File: config.mk
export PLATFORM = sky130hd
export DESIGN_NAME = clock_mode_control
export DESIGN_NICKNAME = d
export VERILOG_FILES = /design/src/clock_mode_pkg.sv /design/src/period_timer_if.sv /design/src/period_timer.sv /design/src/clock_mode_control.sv
export SDC_FILE = /design/constraint.sdc
export NUM_CORES = 1
export LEC_CHECK = 0
export BUFFER_PORTS_ARGS = -buffer_cell sky130_fd_sc_hd__buf_2
export CORE_ASPECT_RATIO = 0.8
export CORE_MARGIN = 1.5
export CORE_UTILIZATION = 47
export DETAILED_ROUTE_END_ITERATION = 8
export PLACE_DENSITY = 0.85
export SYNTH_ARGS = -nofsm -noshare
export SYNTH_HDL_FRONTEND = slang
export SYNTH_HIERARCHICAL = 1
export SYNTH_SLANG_ARGS = --single-unit
File: constraint.sdc
create_clock -name clk -period 3.05 [get_ports clk]
set_input_delay 0.61 -clock clk [delete_from_list [all_inputs] [get_ports clk]]
set_output_delay 0.61 -clock clk [all_outputs]
set_load 0.1 [all_outputs]
File: src/clock_mode_pkg.sv
// Package of register map, field layout, timing counts and states of the clock and mode control.
package clock_mode_pkg;

    // ****************************************
    // Register bus
    // ****************************************
    localparam int ADDR_W = 12;
    localparam int DATA_W = 32;
    // Printed offsets are word indexes; the byte address is four times the index.
    localparam logic [ADDR_W-1:0] OSC_MODE_INDEX = 12'h0ca;
    localparam logic [ADDR_W-1:0] MODE_STATUS_INDEX = 12'h0cb;
    localparam logic [ADDR_W-1:0] OSC_MODE_ADDR = 12'h328;
    localparam logic [ADDR_W-1:0] MODE_STATUS_ADDR = 12'h32c;
    localparam logic [1:0] RESP_OKAY = 2'h0;
    localparam logic [1:0] RESP_SLVERR = 2'h2;

    // ****************************************
    // Oscillator mode control fields
    // ****************************************
    localparam int FAST_STOP_BIT = 1;
    localparam int SLOW_SEL_BIT = 2;
    localparam int MODE_LSB = 3;
    localparam int MODE_MSB = 4;
    localparam logic [1:0] MODE_NORMAL = 2'h0;
    localparam logic [1:0] MODE_SLEEP = 2'h1;
    localparam logic [1:0] MODE_GREEN = 2'h2;
    localparam logic [1:0] MODE_RESERVED = 2'h3;

    // ****************************************
    // Status codes
    // ****************************************
    localparam logic [2:0] STAT_NORMAL = 3'h0;
    localparam logic [2:0] STAT_SLEEP = 3'h1;
    localparam logic [2:0] STAT_GREEN = 3'h2;
    localparam logic [2:0] STAT_SLOW = 3'h3;
    localparam logic [2:0] STAT_STARTUP = 3'h4;

    // ****************************************
    // Timing in oscillator periods
    // ****************************************
    localparam int FAST_OSC_HZ = 16000000;
    localparam int CONFIG_PERIODS = 2048;
    localparam int RESET_WARM_PERIODS = 2048;
    localparam int WAKE_WARM_PERIODS = 32;
    localparam int SLOW_CPU_DIV = 4;
    localparam int CPU_DIV_DEFAULT = 4;
    localparam int TIMER_W = 12;

    typedef enum logic [2:0] {
        ST_BOOT,
        ST_CONFIG,
        ST_WARMUP,
        ST_NORMAL,
        ST_SLOW,
        ST_GREEN,
        ST_SLEEP,
        ST_WAKE_WARM
    } state_t;

endpackage

File: src/period_timer_if.sv
// Interface between the mode controller and its oscillator period counter.
`timescale 1ns/1ps
interface period_timer_if;
    logic start;
    logic [clock_mode_pkg::TIMER_W-1:0] target;
    logic tick;
    logic done;
    modport owner (output start, output target, output tick, input done);
    modport counter (input start, input target, input tick, output done);
endinterface

File: src/period_timer.sv
// Counter of oscillator periods that reports when a loaded number of periods has passed.
`timescale 1ns/1ps
module period_timer (
    input wire logic clk,
    input wire logic rst_b,
    period_timer_if.counter tmr
);
    import clock_mode_pkg::*;

    logic busy;
    logic [TIMER_W-1:0] count;
    logic [TIMER_W-1:0] limit;
    logic done;
    wire last_tick = busy && tmr.tick && (count == limit);

    always_ff @(posedge clk) begin
        if (!rst_b) begin
            busy <= 1'b0;
            count <= '0;
            limit <= '0;
            done <= 1'b0;
        end else if (tmr.start) begin
            busy <= 1'b1;
            count <= '0;
            limit <= tmr.target - 1'b1;
            done <= 1'b0;
        end else begin
            done <= last_tick;
            if (last_tick) begin
                busy <= 1'b0;
            end
            if (busy && tmr.tick) begin
                count <= count + 1'b1;
            end
        end
    end

    assign tmr.done = done;

endmodule // period_timer

File: src/clock_mode_control.sv
// Clock source and operating mode controller with an AXI4-Lite register slave.
//
// Function
// [RULE1] Fast oscillator, nominal 16 MHz, is the normal mode clock source.
// [RULE2] Slow oscillator clocks the watchdog and the slow mode system clock.
// [RULE3] Slow mode instruction rate is slow oscillator frequency divided by four.
// [RULE4] Slow oscillator stops only in sleep, or green with slow clock and no watchdog.
// [RULE5] No control bit stops the slow oscillator directly; only mode bits do.
// [RULE6] Bit 1 stops the fast oscillator when set; slow oscillator keeps running.
// [RULE7] Bit 2 selects fast clock when 0, slow oscillator when 1.
// [RULE8] Mode field bits 4:3: 00 normal, 01 sleep, 10 green, 11 reserved.
// [RULE9] After power-up wait 2048 slow oscillator periods of configuration.
// [RULE10] After any reset hold execution for 2048 fast oscillator periods of warm-up.
// [RULE11] Sleep wake-up waits 32 fast oscillator periods before normal execution.
// [RULE12] After reset release or sleep wake-up the device runs in normal mode.
// [RULE13] Slow mode never stops the fast oscillator by itself; only the stop bit does.
// [RULE14] Green wake-up returns to normal or slow, whichever green was entered from; the code picks by the slow clock select bit at wake-up.
// [RULE15] Writing the sleep request enters sleep; wake-up clears it.
// [RULE16] Sleep stops all oscillators, execution, timers and interrupts.
// [RULE17] Sleep exits only on port 0 or enabled port 1 level change, or reset.
// [RULE18] Fast stop in normal mode leaves no clock; behaves as sleep until port change.
// [RULE19] Green stops execution; timers follow their enables, PWM outputs stay active.
// [RULE20] Green keeps only basic and capture timer interrupts plus external interrupts.
// [RULE21] Green wakes on port change, basic or capture timer, comparator, or reset.
// [RULE22] Watchdog runs by build option alike in every mode.
// [RULE23] Normal instruction rate is fast oscillator divided by build divisor 1 to 16.
// [RULE24] Writing the green request enters green; wake-up clears it.
// [RULE25] Reserved mode code 11 causes no mode change.
`timescale 1ns/1ps
module clock_mode_control #(
    parameter int CPU_DIV = clock_mode_pkg::CPU_DIV_DEFAULT,
    parameter bit WATCHDOG_ON = 1'b1,
    parameter int CONFIG_PERIODS = clock_mode_pkg::CONFIG_PERIODS,
    parameter int RESET_WARM_PERIODS = clock_mode_pkg::RESET_WARM_PERIODS,
    parameter int WAKE_WARM_PERIODS = clock_mode_pkg::WAKE_WARM_PERIODS
) (
    input wire logic clk,
    input wire logic rst_b,
    input wire logic [clock_mode_pkg::ADDR_W-1:0] s_axi_awaddr,
    input wire logic s_axi_awvalid,
    output logic s_axi_awready,
    input wire logic [clock_mode_pkg::DATA_W-1:0] s_axi_wdata,
    input wire logic [3:0] s_axi_wstrb,
    input wire logic s_axi_wvalid,
    output logic s_axi_wready,
    output logic [1:0] s_axi_bresp,
    output logic s_axi_bvalid,
    input wire logic s_axi_bready,
    input wire logic [clock_mode_pkg::ADDR_W-1:0] s_axi_araddr,
    input wire logic s_axi_arvalid,
    output logic s_axi_arready,
    output logic [clock_mode_pkg::DATA_W-1:0] s_axi_rdata,
    output logic [1:0] s_axi_rresp,
    output logic s_axi_rvalid,
    input wire logic s_axi_rready,
    input wire logic cold_start,
    input wire logic fast_osc_tick,
    input wire logic slow_osc_tick,
    input wire logic [7:0] port0_level,
    input wire logic [7:0] port1_level,
    input wire logic [7:0] port1_wake_enable,
    input wire logic basic_timer_event,
    input wire logic capture_timer_event,
    input wire logic comparator_wake,
    input wire logic [3:0] timer_enable,
    output logic fast_osc_enable,
    output logic slow_osc_enable,
    output logic slow_clock_active,
    output logic cpu_run,
    output logic instr_tick,
    output logic [3:0] timer_run,
    output logic pwm_output_active,
    output logic wake_timer_irq_active,
    output logic other_irq_active,
    output logic external_irq_active,
    output logic watchdog_run
);
    import clock_mode_pkg::*;

    // ****************************************
    // Oscillator mode control register
    // ****************************************
    logic fast_osc_stop;
    logic slow_clock_select;
    logic sleep_request;
    logic green_request;
    state_t state;
    state_t next_state;
    period_timer_if tmr ();

    // ****************************************
    // AXI4-Lite slave
    // ****************************************
    logic aw_held;
    logic w_held;
    logic [ADDR_W-1:0] aw_addr;
    logic [DATA_W-1:0] w_data;
    logic [3:0] w_strb;

    assign s_axi_awready = !aw_held && !s_axi_bvalid;
    assign s_axi_wready = !w_held && !s_axi_bvalid;
    assign s_axi_arready = !s_axi_rvalid;

    wire wr_fire = aw_held && w_held && !s_axi_bvalid;
    wire wr_hit_osc = (aw_addr == OSC_MODE_ADDR);
    wire wr_hit_stat = (aw_addr == MODE_STATUS_ADDR);
    wire osc_write = wr_fire && wr_hit_osc && w_strb[0];
    wire [1:0] wr_mode = w_data[MODE_MSB:MODE_LSB];
    wire rd_fire = s_axi_arvalid && s_axi_arready;

    always_ff @(posedge clk) begin
        if (!rst_b) begin
            aw_held <= 1'b0;
            w_held <= 1'b0;
            aw_addr <= '0;
            w_data <= '0;
            w_strb <= '0;
            s_axi_bvalid <= 1'b0;
            s_axi_bresp <= RESP_OKAY;
        end else begin
            if (s_axi_awvalid && s_axi_awready) begin
                aw_held <= 1'b1;
                aw_addr <= s_axi_awaddr;
            end else if (wr_fire) begin
                aw_held <= 1'b0;
            end
            if (s_axi_wvalid && s_axi_wready) begin
                w_held <= 1'b1;
                w_data <= s_axi_wdata;
                w_strb <= s_axi_wstrb;
            end else if (wr_fire) begin
                w_held <= 1'b0;
            end
            if (wr_fire) begin
                s_axi_bvalid <= 1'b1;
                s_axi_bresp <= (wr_hit_osc || wr_hit_stat) ? RESP_OKAY : RESP_SLVERR;
            end else if (s_axi_bready) begin
                s_axi_bvalid <= 1'b0;
            end
        end
    end

    // ****************************************
    // Read decode
    // ****************************************
    logic [2:0] status_code;
    wire [DATA_W-1:0] osc_word = {27'h000_0000, green_request, sleep_request, slow_clock_select,
                                  fast_osc_stop, 1'b0};
    wire [DATA_W-1:0] stat_word = {26'h000_0000, slow_osc_enable, fast_osc_enable, cpu_run, status_code};
    wire rd_hit_osc = (s_axi_araddr == OSC_MODE_ADDR);
    wire rd_hit_stat = (s_axi_araddr == MODE_STATUS_ADDR);
    wire [DATA_W-1:0] rd_word = rd_hit_osc ? osc_word : (rd_hit_stat ? stat_word : '0);

    always_ff @(posedge clk) begin
        if (!rst_b) begin
            s_axi_rvalid <= 1'b0;
            s_axi_rdata <= '0;
            s_axi_rresp <= RESP_OKAY;
        end else if (rd_fire) begin
            s_axi_rvalid <= 1'b1;
            s_axi_rdata <= rd_word;
            s_axi_rresp <= (rd_hit_osc || rd_hit_stat) ? RESP_OKAY : RESP_SLVERR;
        end else if (s_axi_rready) begin
            s_axi_rvalid <= 1'b0;
        end
    end

    // ****************************************
    // Wake-up detection
    // ****************************************
    logic [7:0] port0_snap;
    logic [7:0] port1_snap;
    wire entering_idle = (next_state != state) && (next_state == ST_SLEEP || next_state == ST_GREEN);
    // Port 1 pins join the wake-up only where their enable is set.
    wire port_change = (|(port0_level ^ port0_snap)) ||
                       (|((port1_level ^ port1_snap) & port1_wake_enable)); // [RULE17]
    // Green also wakes on timer and comparator events.
    wire green_wake = port_change || basic_timer_event || capture_timer_event || comparator_wake; // [RULE21]

    always_ff @(posedge clk) begin
        if (!rst_b) begin
            port0_snap <= '0;
            port1_snap <= '0;
        end else if (entering_idle) begin
            port0_snap <= port0_level;
            port1_snap <= port1_level;
        end
    end

    // ****************************************
    // Mode sequencer
    // ****************************************
    always_comb begin
        next_state = state;
        case (state)
            ST_BOOT: begin
                next_state = cold_start ? ST_CONFIG : ST_WARMUP; // [RULE9] [RULE10]
            end
            ST_CONFIG: begin
                if (tmr.done) begin
                    next_state = ST_WARMUP;
                end
            end
            ST_WARMUP: begin
                if (tmr.done) begin
                    next_state = ST_NORMAL; // [RULE12]
                end
            end
            ST_NORMAL: begin
                if (sleep_request) begin
                    next_state = ST_SLEEP; // [RULE15]
                end else if (green_request) begin
                    next_state = ST_GREEN; // [RULE24]
                end else if (fast_osc_stop) begin
                    next_state = ST_SLEEP; // [RULE18]
                end else if (slow_clock_select) begin
                    next_state = ST_SLOW; // [RULE7]
                end
            end
            ST_SLOW: begin
                if (sleep_request) begin
                    next_state = ST_SLEEP;
                end else if (green_request) begin
                    next_state = ST_GREEN;
                end else if (!slow_clock_select) begin
                    next_state = ST_NORMAL;
                end
            end
            ST_GREEN: begin
                if (green_wake) begin
                    next_state = slow_clock_select ? ST_SLOW : ST_NORMAL; // [RULE14]
                end
            end
            ST_SLEEP: begin
                if (port_change) begin
                    next_state = ST_WAKE_WARM; // [RULE17]
                end
            end
            ST_WAKE_WARM: begin
                if (tmr.done) begin
                    next_state = ST_NORMAL; // [RULE11] [RULE12]
                end
            end
            default: begin
                next_state = ST_BOOT;
            end
        endcase
    end

    always_ff @(posedge clk) begin
        if (!rst_b) begin
            state <= ST_BOOT;
        end else begin
            state <= next_state;
        end
    end

    // ****************************************
    // Configuration and warm-up timing
    // ****************************************

    wire state_change = (next_state != state);
    assign tmr.start = state_change &&
                       (next_state == ST_CONFIG || next_state == ST_WARMUP || next_state == ST_WAKE_WARM);
    assign tmr.target = (next_state == ST_CONFIG) ? TIMER_W'(CONFIG_PERIODS) : // [RULE9]
                        (next_state == ST_WARMUP) ? TIMER_W'(RESET_WARM_PERIODS) : // [RULE10]
                        TIMER_W'(WAKE_WARM_PERIODS); // [RULE11]
    // Configuration runs on slow oscillator periods, both warm-ups on fast ones.
    assign tmr.tick = (state == ST_CONFIG) ? slow_osc_tick : fast_osc_tick;

    period_timer period_timer_inst (
        .clk(clk),
        .rst_b(rst_b),
        .tmr(tmr)
    );

    // ****************************************
    // Register update
    // ****************************************
    wire sleep_wake = (state == ST_SLEEP) && (next_state == ST_WAKE_WARM);
    wire green_leave = (state == ST_GREEN) && (next_state != ST_GREEN);
    // The reserved code is dropped so the block stays in its present mode.
    wire mode_accept = (wr_mode != MODE_RESERVED); // [RULE25]

    always_ff @(posedge clk) begin
        if (!rst_b) begin
            fast_osc_stop <= 1'b0;
            slow_clock_select <= 1'b0;
            sleep_request <= 1'b0;
            green_request <= 1'b0;
        end else if (osc_write) begin
            // A software write in the same cycle as a wake-up clear takes priority.
            fast_osc_stop <= w_data[FAST_STOP_BIT]; // [RULE6] [RULE13]
            slow_clock_select <= w_data[SLOW_SEL_BIT]; // [RULE7]
            if (mode_accept) begin
                sleep_request <= (wr_mode == MODE_SLEEP); // [RULE8] [RULE15]
                green_request <= (wr_mode == MODE_GREEN); // [RULE8] [RULE24]
            end
        end else if (sleep_wake) begin
            // Wake from sleep returns to a clocked normal mode.
            sleep_request <= 1'b0; // [RULE15]
            fast_osc_stop <= 1'b0; // [RULE18]
            slow_clock_select <= 1'b0; // [RULE12]
        end else if (green_leave) begin
            green_request <= 1'b0; // [RULE24]
        end
    end

    // ****************************************
    // Instruction rate divider
    // ****************************************
    wire executing = (state == ST_NORMAL) || (state == ST_SLOW);
    wire div_src = (state == ST_NORMAL) ? fast_osc_tick : (state == ST_SLOW) ? slow_osc_tick : 1'b0; // [RULE1] [RULE2]
    wire [3:0] div_limit = (state == ST_SLOW) ? 4'(SLOW_CPU_DIV - 1) : 4'(CPU_DIV - 1); // [RULE3] [RULE23]
    logic [3:0] div_count;
    wire div_last = div_src && (div_count == div_limit);

    always_ff @(posedge clk) begin
        if (!rst_b || !executing) begin
            div_count <= '0;
            instr_tick <= 1'b0;
        end else begin
            instr_tick <= div_last;
            if (div_src) begin
                div_count <= div_last ? 4'h0 : div_count + 4'h1;
            end
        end
    end

    // ****************************************
    // Oscillator, timer and interrupt gating
    // ****************************************
    wire in_idle_green = (state == ST_GREEN);
    wire in_sleep = (state == ST_SLEEP);
    wire timers_live = executing || in_idle_green;
    logic next_fast_en;
    logic next_slow_en;

    always_comb begin
        case (state)
            ST_NORMAL, ST_WARMUP, ST_WAKE_WARM: begin
                next_fast_en = 1'b1; // [RULE1]
            end
            ST_SLOW, ST_GREEN: begin
                next_fast_en = !fast_osc_stop; // [RULE13] [RULE19]
            end
            default: begin
                next_fast_en = 1'b0; // [RULE16]
            end
        endcase
        // Only the mode, the slow clock select and the watchdog option decide the slow oscillator; no bit of its own exists.
        next_slow_en = !(in_sleep || (in_idle_green && slow_clock_select && !WATCHDOG_ON)); // [RULE4] [RULE5]
    end

    always_comb begin
        case (state)
            ST_NORMAL: status_code = STAT_NORMAL;
            ST_SLOW: status_code = STAT_SLOW;
            ST_GREEN: status_code = STAT_GREEN;
            ST_SLEEP: status_code = STAT_SLEEP;
            default: status_code = STAT_STARTUP;
        endcase
    end

    always_ff @(posedge clk) begin
        if (!rst_b) begin
            fast_osc_enable <= 1'b0;
            slow_osc_enable <= 1'b1;
            slow_clock_active <= 1'b0;
            cpu_run <= 1'b0;
            timer_run <= '0;
            pwm_output_active <= 1'b0;
            wake_timer_irq_active <= 1'b0;
            other_irq_active <= 1'b0;
            external_irq_active <= 1'b0;
            watchdog_run <= 1'b0;
        end else begin
            fast_osc_enable <= next_fast_en;
            slow_osc_enable <= next_slow_en;
            slow_clock_active <= (state == ST_SLOW) || (in_idle_green && slow_clock_select); // [RULE2]
            cpu_run <= executing; // [RULE16] [RULE19]
            timer_run <= {4{timers_live}} & timer_enable; // [RULE16] [RULE19]
            pwm_output_active <= timers_live; // [RULE19]
            wake_timer_irq_active <= timers_live; // [RULE20]
            other_irq_active <= executing; // [RULE20]
            external_irq_active <= timers_live; // [RULE16] [RULE20]
            watchdog_run <= WATCHDOG_ON; // [RULE22]
        end
    end

endmodule // clock_mode_control

# Word-level counts from Yosys, hierarchy flattened
# Cells that the tools add are included.
[op_classes] n_addsub=3 n_eq_ne=25 mux=45 bitwise=5 n_reduce_logical=54
[op_table] cell="== test 12 x 10 -> 1 bit (second input constant)" n=4
[op_table] cell="two-way mux 3 bit" n=12
[op_table] cell="two-way mux 12 bit" n=2
[op_table] cell="two-way mux 1 bit" n=22
[op_table] cell="== test 3 bit (second input constant)" n=7
[op_table] cell="case mux 3 bit (7 select lines)" n=1
[op_table] cell="logical AND 1 bit" n=17
[op_table] cell="OR reduction 8 bit" n=2
[op_table] cell="bitwise XOR 8 bit" n=2
[op_table] cell="nonzero test 2 bit" n=7
[op_table] cell="logical OR 1 bit" n=13
[op_table] cell="adder 12 x 1 -> 12 bit (second input constant)" n=1
[op_table] cell="== test 12 bit" n=1
[op_table] cell="two-way mux 6 bit" n=2
[op_table] cell="case mux 3 bit (4 select lines)" n=1
[op_table] cell="subtractor 12 x 1 -> 12 bit (second input constant)" n=1
[op_table] cell="== test 3 x 2 -> 1 bit (second input constant)" n=3
[op_table] cell="AND 8 bit" n=1
[op_table] cell="zero test 1 bit" n=8
[op_table] cell="== test 3 x 1 -> 1 bit (second input constant)" n=2
[op_table] cell="two-way mux 2 bit" n=3
[op_table] cell="OR reduction 2 bit" n=3
[op_table] cell="adder 4 x 1 -> 4 bit (second input constant)" n=1
[op_table] cell="AND 4 bit" n=1
[op_table] cell="14 further kinds" n=15
[word_totals] regBits=122 input_bits=101 output_inout_bits=55 elab_cells=162

# Longest topological paths before layout
[depth] word_depth=14 mapped_depth=13 ltp_nobuf=12

# Modules after synthesis
# Netlist, hierarchy kept.
[modules_own_cells] mod="clock_mode_control" n_inst=1 cells_per_inst=403 area_per_inst_um2=3514.6 seq_area_each_um2=1341.3
[modules_own_cells] mod="period_timer" n_inst=1 cells_per_inst=156 area_per_inst_um2=1378.8 seq_area_each_um2=520.5

# Least setup slack after synthesis
# OpenSTA, ideal clock, no wires.
[synth_timing] path_kind="input-to-reg" from="input port0_level[2]" to="register period_timer_inst.limit[10]" setup_time_ns=0.070 arrival_ns=3.014 required_ns=2.980 setup_slack_ns=-0.033 stages=12 n_path_buf=0 cell_sequence="xor2_1 > nor4_2 > nand4_2 > o31a_1 > a21oi_4 > xnor2_1 > nor2b_1 > inv_1 > or3_4 > nor4_4 > xnor2_1 > a21oi_1"
[synth_via] elab_chain_cells=12 elab_cells_between_ends=19 cone_classes="add/sub (1); eq/ne (4); mux (5); bitwise (1); reduce/logical (8)"
[synth_rtl] element="start: declaration" line_no="clock_mode_control.sv:59" text="input wire logic [7:0] port0_level,"
[synth_rtl] element="bitwise XOR 8 bit (*)" line_no="clock_mode_control.sv:175" text="wire port_change = (|(port0_level ^ port0_snap)) ||"
[synth_rtl] element="OR reduction 8 bit (*)" line_no="clock_mode_control.sv:175"
[synth_rtl] element="logical OR 1 bit (*)" line_no="clock_mode_control.sv:175"
[synth_rtl] element="logical OR 1 bit (3 in a row)" line_no="clock_mode_control.sv:178" text="wire green_wake = port_change || basic_timer_event || capture_timer_event || comparator_wake;"
[synth_rtl] element="two-way mux 3 bit" line_no="clock_mode_control.sv:230" text="if (green_wake) begin"
[synth_rtl] element="case mux 3 bit (7 select lines) (*)" line_no="clock_mode_control.sv:195" text="case (state)"
[synth_rtl] element="== test 3 x 2 -> 1 bit" line_no="clock_mode_control.sv:266" text="(next_state == ST_WARMUP) ? TIMER_W'(RESET_WARM_PERIODS) :"
[synth_rtl] element="two-way mux 12 bit" line_no="clock_mode_control.sv:266"
[synth_rtl] element="two-way mux 12 bit (*)" line_no="clock_mode_control.sv:265" text="assign tmr.target = (next_state == ST_CONFIG) ? TIMER_W'(CONFIG_PERIODS) :"
[synth_rtl] element="net tmr.target (one bit)" line_no="period_timer_if.sv:5" text="logic [clock_mode_pkg::TIMER_W-1:0] target;"
[synth_rtl] element="subtractor 12 x 1 -> 12 bit (*)" line_no="period_timer.sv:25" text="limit <= tmr.target - 1'b1;"
[synth_rtl] element="end signal: assignment" line_no="period_timer.sv:25"
[synth_rtl] element="end: declaration" line_no="period_timer.sv:12" text="logic [TIMER_W-1:0] limit;"
# The timed path passes the listed nets; every way through them passes the cells marked *.
# A chain may end at the register's enable or synchronous reset.

# Worst setup path in the final report
[layout_timing] from="input port0_level[7]" to="register period_timer_inst.limit[10]"
# Same word-level chain as after synthesis.

==> reports/metrics.cfg <==
[die]
die_w_um = 117
die_area_um2 = 11000
start_util_pct = 48.0
ioPinCount = 156
core-area_um2 = 10200
die_h_um = 94.3
num_rows = 33

[yosys]
yosysTopAreaCellShare_pct = 38.0
synth_edf_count = 0
synth_common_cells = dfxtp_1, nand2_1, xor2_1
synth.area.top_cells = dfxtp_1, nand2_1, xor2_1
yosysMostFrequentCell = dfxtp_1
netlist_instances = 559
synth.yosys.seq_area_share_pct = 38.0
async_reset_ff_share_pct = 0
synth_warnings = 6
syn_area_um2 = 4890
synth-main-ff-cell = dfxtp_1
yosysTopAreaCell = dfxtp_1
synth-seq-cells = 93
synth_cell_types = 67
syn_area_per_cell_um2 = 8.75

[sta]
setup_viol = 0
fin_skew_ps = 6.91
slew_headroom_pct = 45.7
period_needed_ps = 2870
fmaxAchievable_ghz = 0.349
drv_slew = 0
worst_slew_pin_slew_ps = 807
hold_ws_ps = 466
fin_crit_sh_pct = 94.0
grt_setup_unrepaired = true
hold_viol_final = 0

[power_and_ir_drop]
cellLeakagePower_nw = 2.61
switchingPower_w = 0.00102
pwr-share-comb_pct = 24.0
internal_power_w = 0.00208
powerDensity_nw_per_um2 = 530
p_total_w = 0.00310
power.share.switching_pct = 33.1
power_frac_clock_pct = 32.7
peakVddDrop_mv = 0.417
seqPwrFrac_pct = 43.3

[drt]
dr.pass1.iters = 4
wirelength_um = 9860
vias = 4044
routedWlPerCell_um = 11.8
drt_drc_violations_left = 0
antenna_left = 0
drt_iter0_drc = 185
avgViaCountPerCell = 4.83

[worst_setup_path]
startpoint_type = primary input
r2r_cells = 12
critPathMaxFanout = 4
path_buf_inv = 2
cp_top_family = simple AND/OR/NAND/NOR gates
crit_type = primary input to register
rrSetupSlack_ps = 220
endpoint = period_timer_inst/limit[10]
crit_path_cell_trace = buf_2 -> xor2_1 -> nor4_2 -> nand4_2 -> o211ai_1 -> nand3b_4 -> xnor2_2 -> nor2b_4 -> inv_1 -> or3_4 -> nor4_4 -> xnor2_1 -> a21oi_1
rr_endpoint = period_timer_inst/limit[10]
r2r_start = port0_snap[7]
crit_start = port0_level[7]
crit_slowest_cell = or3_4
crit_arrival_ps = 3140
cp.depth = 13
cpPeakStageDelay_ps = 440
crit_required_ps = 3330
crit_path_end_kind = register

[finish]
drive_gt1_share_pct = 21.5
fillCellCount = 929
syn_to_final_growth_pct = 19.5
multiInputGateArea_um2 = 2820
final_net_count = 797
ff_latch_area_um2 = 1860
num_antenna_cells = 0
layoutNonFillerInstCount = 838

[placement]
io_buffers = 96
place_congestion = 0.867
place_hpwl_um = 7210
place_inst = 820

[grt]
grt_use_total_pct = 19.0
overflow = 0
grt_max_degree = 52
grt_first_pass_wirelength_um = 16400
antenna_found_initial = 0
grt_pass1_vias = 3670

[cts]
cts_tree = built
worstSkewPairLatency_ps = 340
clock_path_buffers = 2
cts_buffers = 9
cts_max_level = 3
cts_hold_buf = 0
cts_sinks = 93
clkTransAtPathRegs_ps = 70
clockRootBuffer = clkbuf_16

[min_path]
worst_hold_path.num_cells = 2
worstHoldPathType = register to register

[job]
maxCapViolCount = 0

[status]
outcome = complete, no violations

-- cell families after synthesis --
group	Yosys count	share of synthesized area (%)
AOI/OAI and AO/OA	97	13.5
xor gates and xnor gates	46	8.23
adders and majority gates	3	0.767
buffers and inverters	72	9.69
DFF	93	38.0
muxes	27	5.55
other	1	0.0766
and+or+nand+nor	220	24.1
-- placed cells by master (no fill, tap or decap), types with 3 or more instances in the layout --
master       n
a21boi_0    16
clkinvlp_4   4
nor2b_1     15
buf_2       96
conb_1      65
ha_1         3
a21oi_1     20
nand2_1     90
o21a_1       3
xnor2_1      8
o22ai_1      3
buf_4       16
mux2i_1     26
nand3_1     12
and3_1       3
and2_1      12
nor4_1       8
nor2_1      28
inv_1       16
nor3_1       8
nand4_1      6
buf_12       3
nor4_4       4
a22oi_1      9
dfxtp_1     93
xor2_1      37
o211a_1      8
nand2b_1     7
clkbuf_16    9
o21ai_0     22
or3_1        6
-- per-stage QoR --
step           TNS [ps]  setup slack [ps]  util, %  instance area, µm²
6_report              0               183     57.3                5850
5_1_grt           -89.4             -35.4     57.3                5850
4_1_cts               0              64.4     57.0                5810
3_5_place_dp      -1190              -291     54.3                5540
3_3_place_gp       -624              -173     54.3                5540
2_1_floorplan         0              11.8        -                5140
-- sequential cells by signal, summed over array words and instances (netlist names), 3 cells and up --
name / cells
aw_addr: 12
period_timer_inst/count: 12
period_timer_inst/limit: 12
port0_snap: 8
port1_snap: 8
s_axi_rdata: 6
div_count: 4
timer_run: 4
w_data: 4
state: 3
-- worst register-to-register path, delay by kind of cell (launching register included) --
kind	cells	cell delay, ps
AND/OR/NAND/NOR	6	1440
buffers and inverters	1	90
flip-flops	1	320
AO/OA/AOI/OAI	2	470
XOR/XNOR	3	440
-- how the worst min path moves through the flow --
stage	startpoint	to	slack [ps]
6_report	aw_addr[4]	aw_addr[4]	470
5_1_grt	timer_enable[2]	timer_run[2]	460
3_5_place_dp	aw_addr[7]	aw_addr[7]	460
3_3_place_gp	aw_addr[9]	aw_addr[9]	450
2_1_floorplan	aw_addr[3]	aw_addr[3]	440
4_1_cts	timer_enable[3]	timer_run[3]	460
-- power by group through the flow --
stage                     clock [W]  sequential (W)  combinational [W]
after global placement            0         0.00137           0.000709
after CTS                   0.00103         0.00134           0.000729
after global routing        0.00109         0.00135           0.000807
after detailed placement          0         0.00137           0.000721
final                       0.00102         0.00134           0.000744
after floorplan                   0         0.00141           0.000565
-- area by class of cell --
type	instances	area share (%)
multi-input combinational	458	48.2
sequential	93	31.8
timing repair buffer	115	11.3
clock buffer	10	3.92
tap	140	3.00
inverter	16	1.03
clock inverter	6	0.685
-- layer usage --
layer | track usage (%) | share of wire (%) | up-vias
li1 | - | - | 2085
met5 | 0 | 0 | -
met4 | 6.83 | 1.8 | 0
met3 | 4.97 | 4.6 | 14
met1 | 24.0 | 47 | 1834
met2 | 31.1 | 47 | 111
-- repair_timing --
item,in CTS,in global routing
gates resized for setup,0,3
setup buffers,0,2
hold endpoints to repair,0,0
setup endpoints to repair,0,6
(Power assumes the default switching activity.)
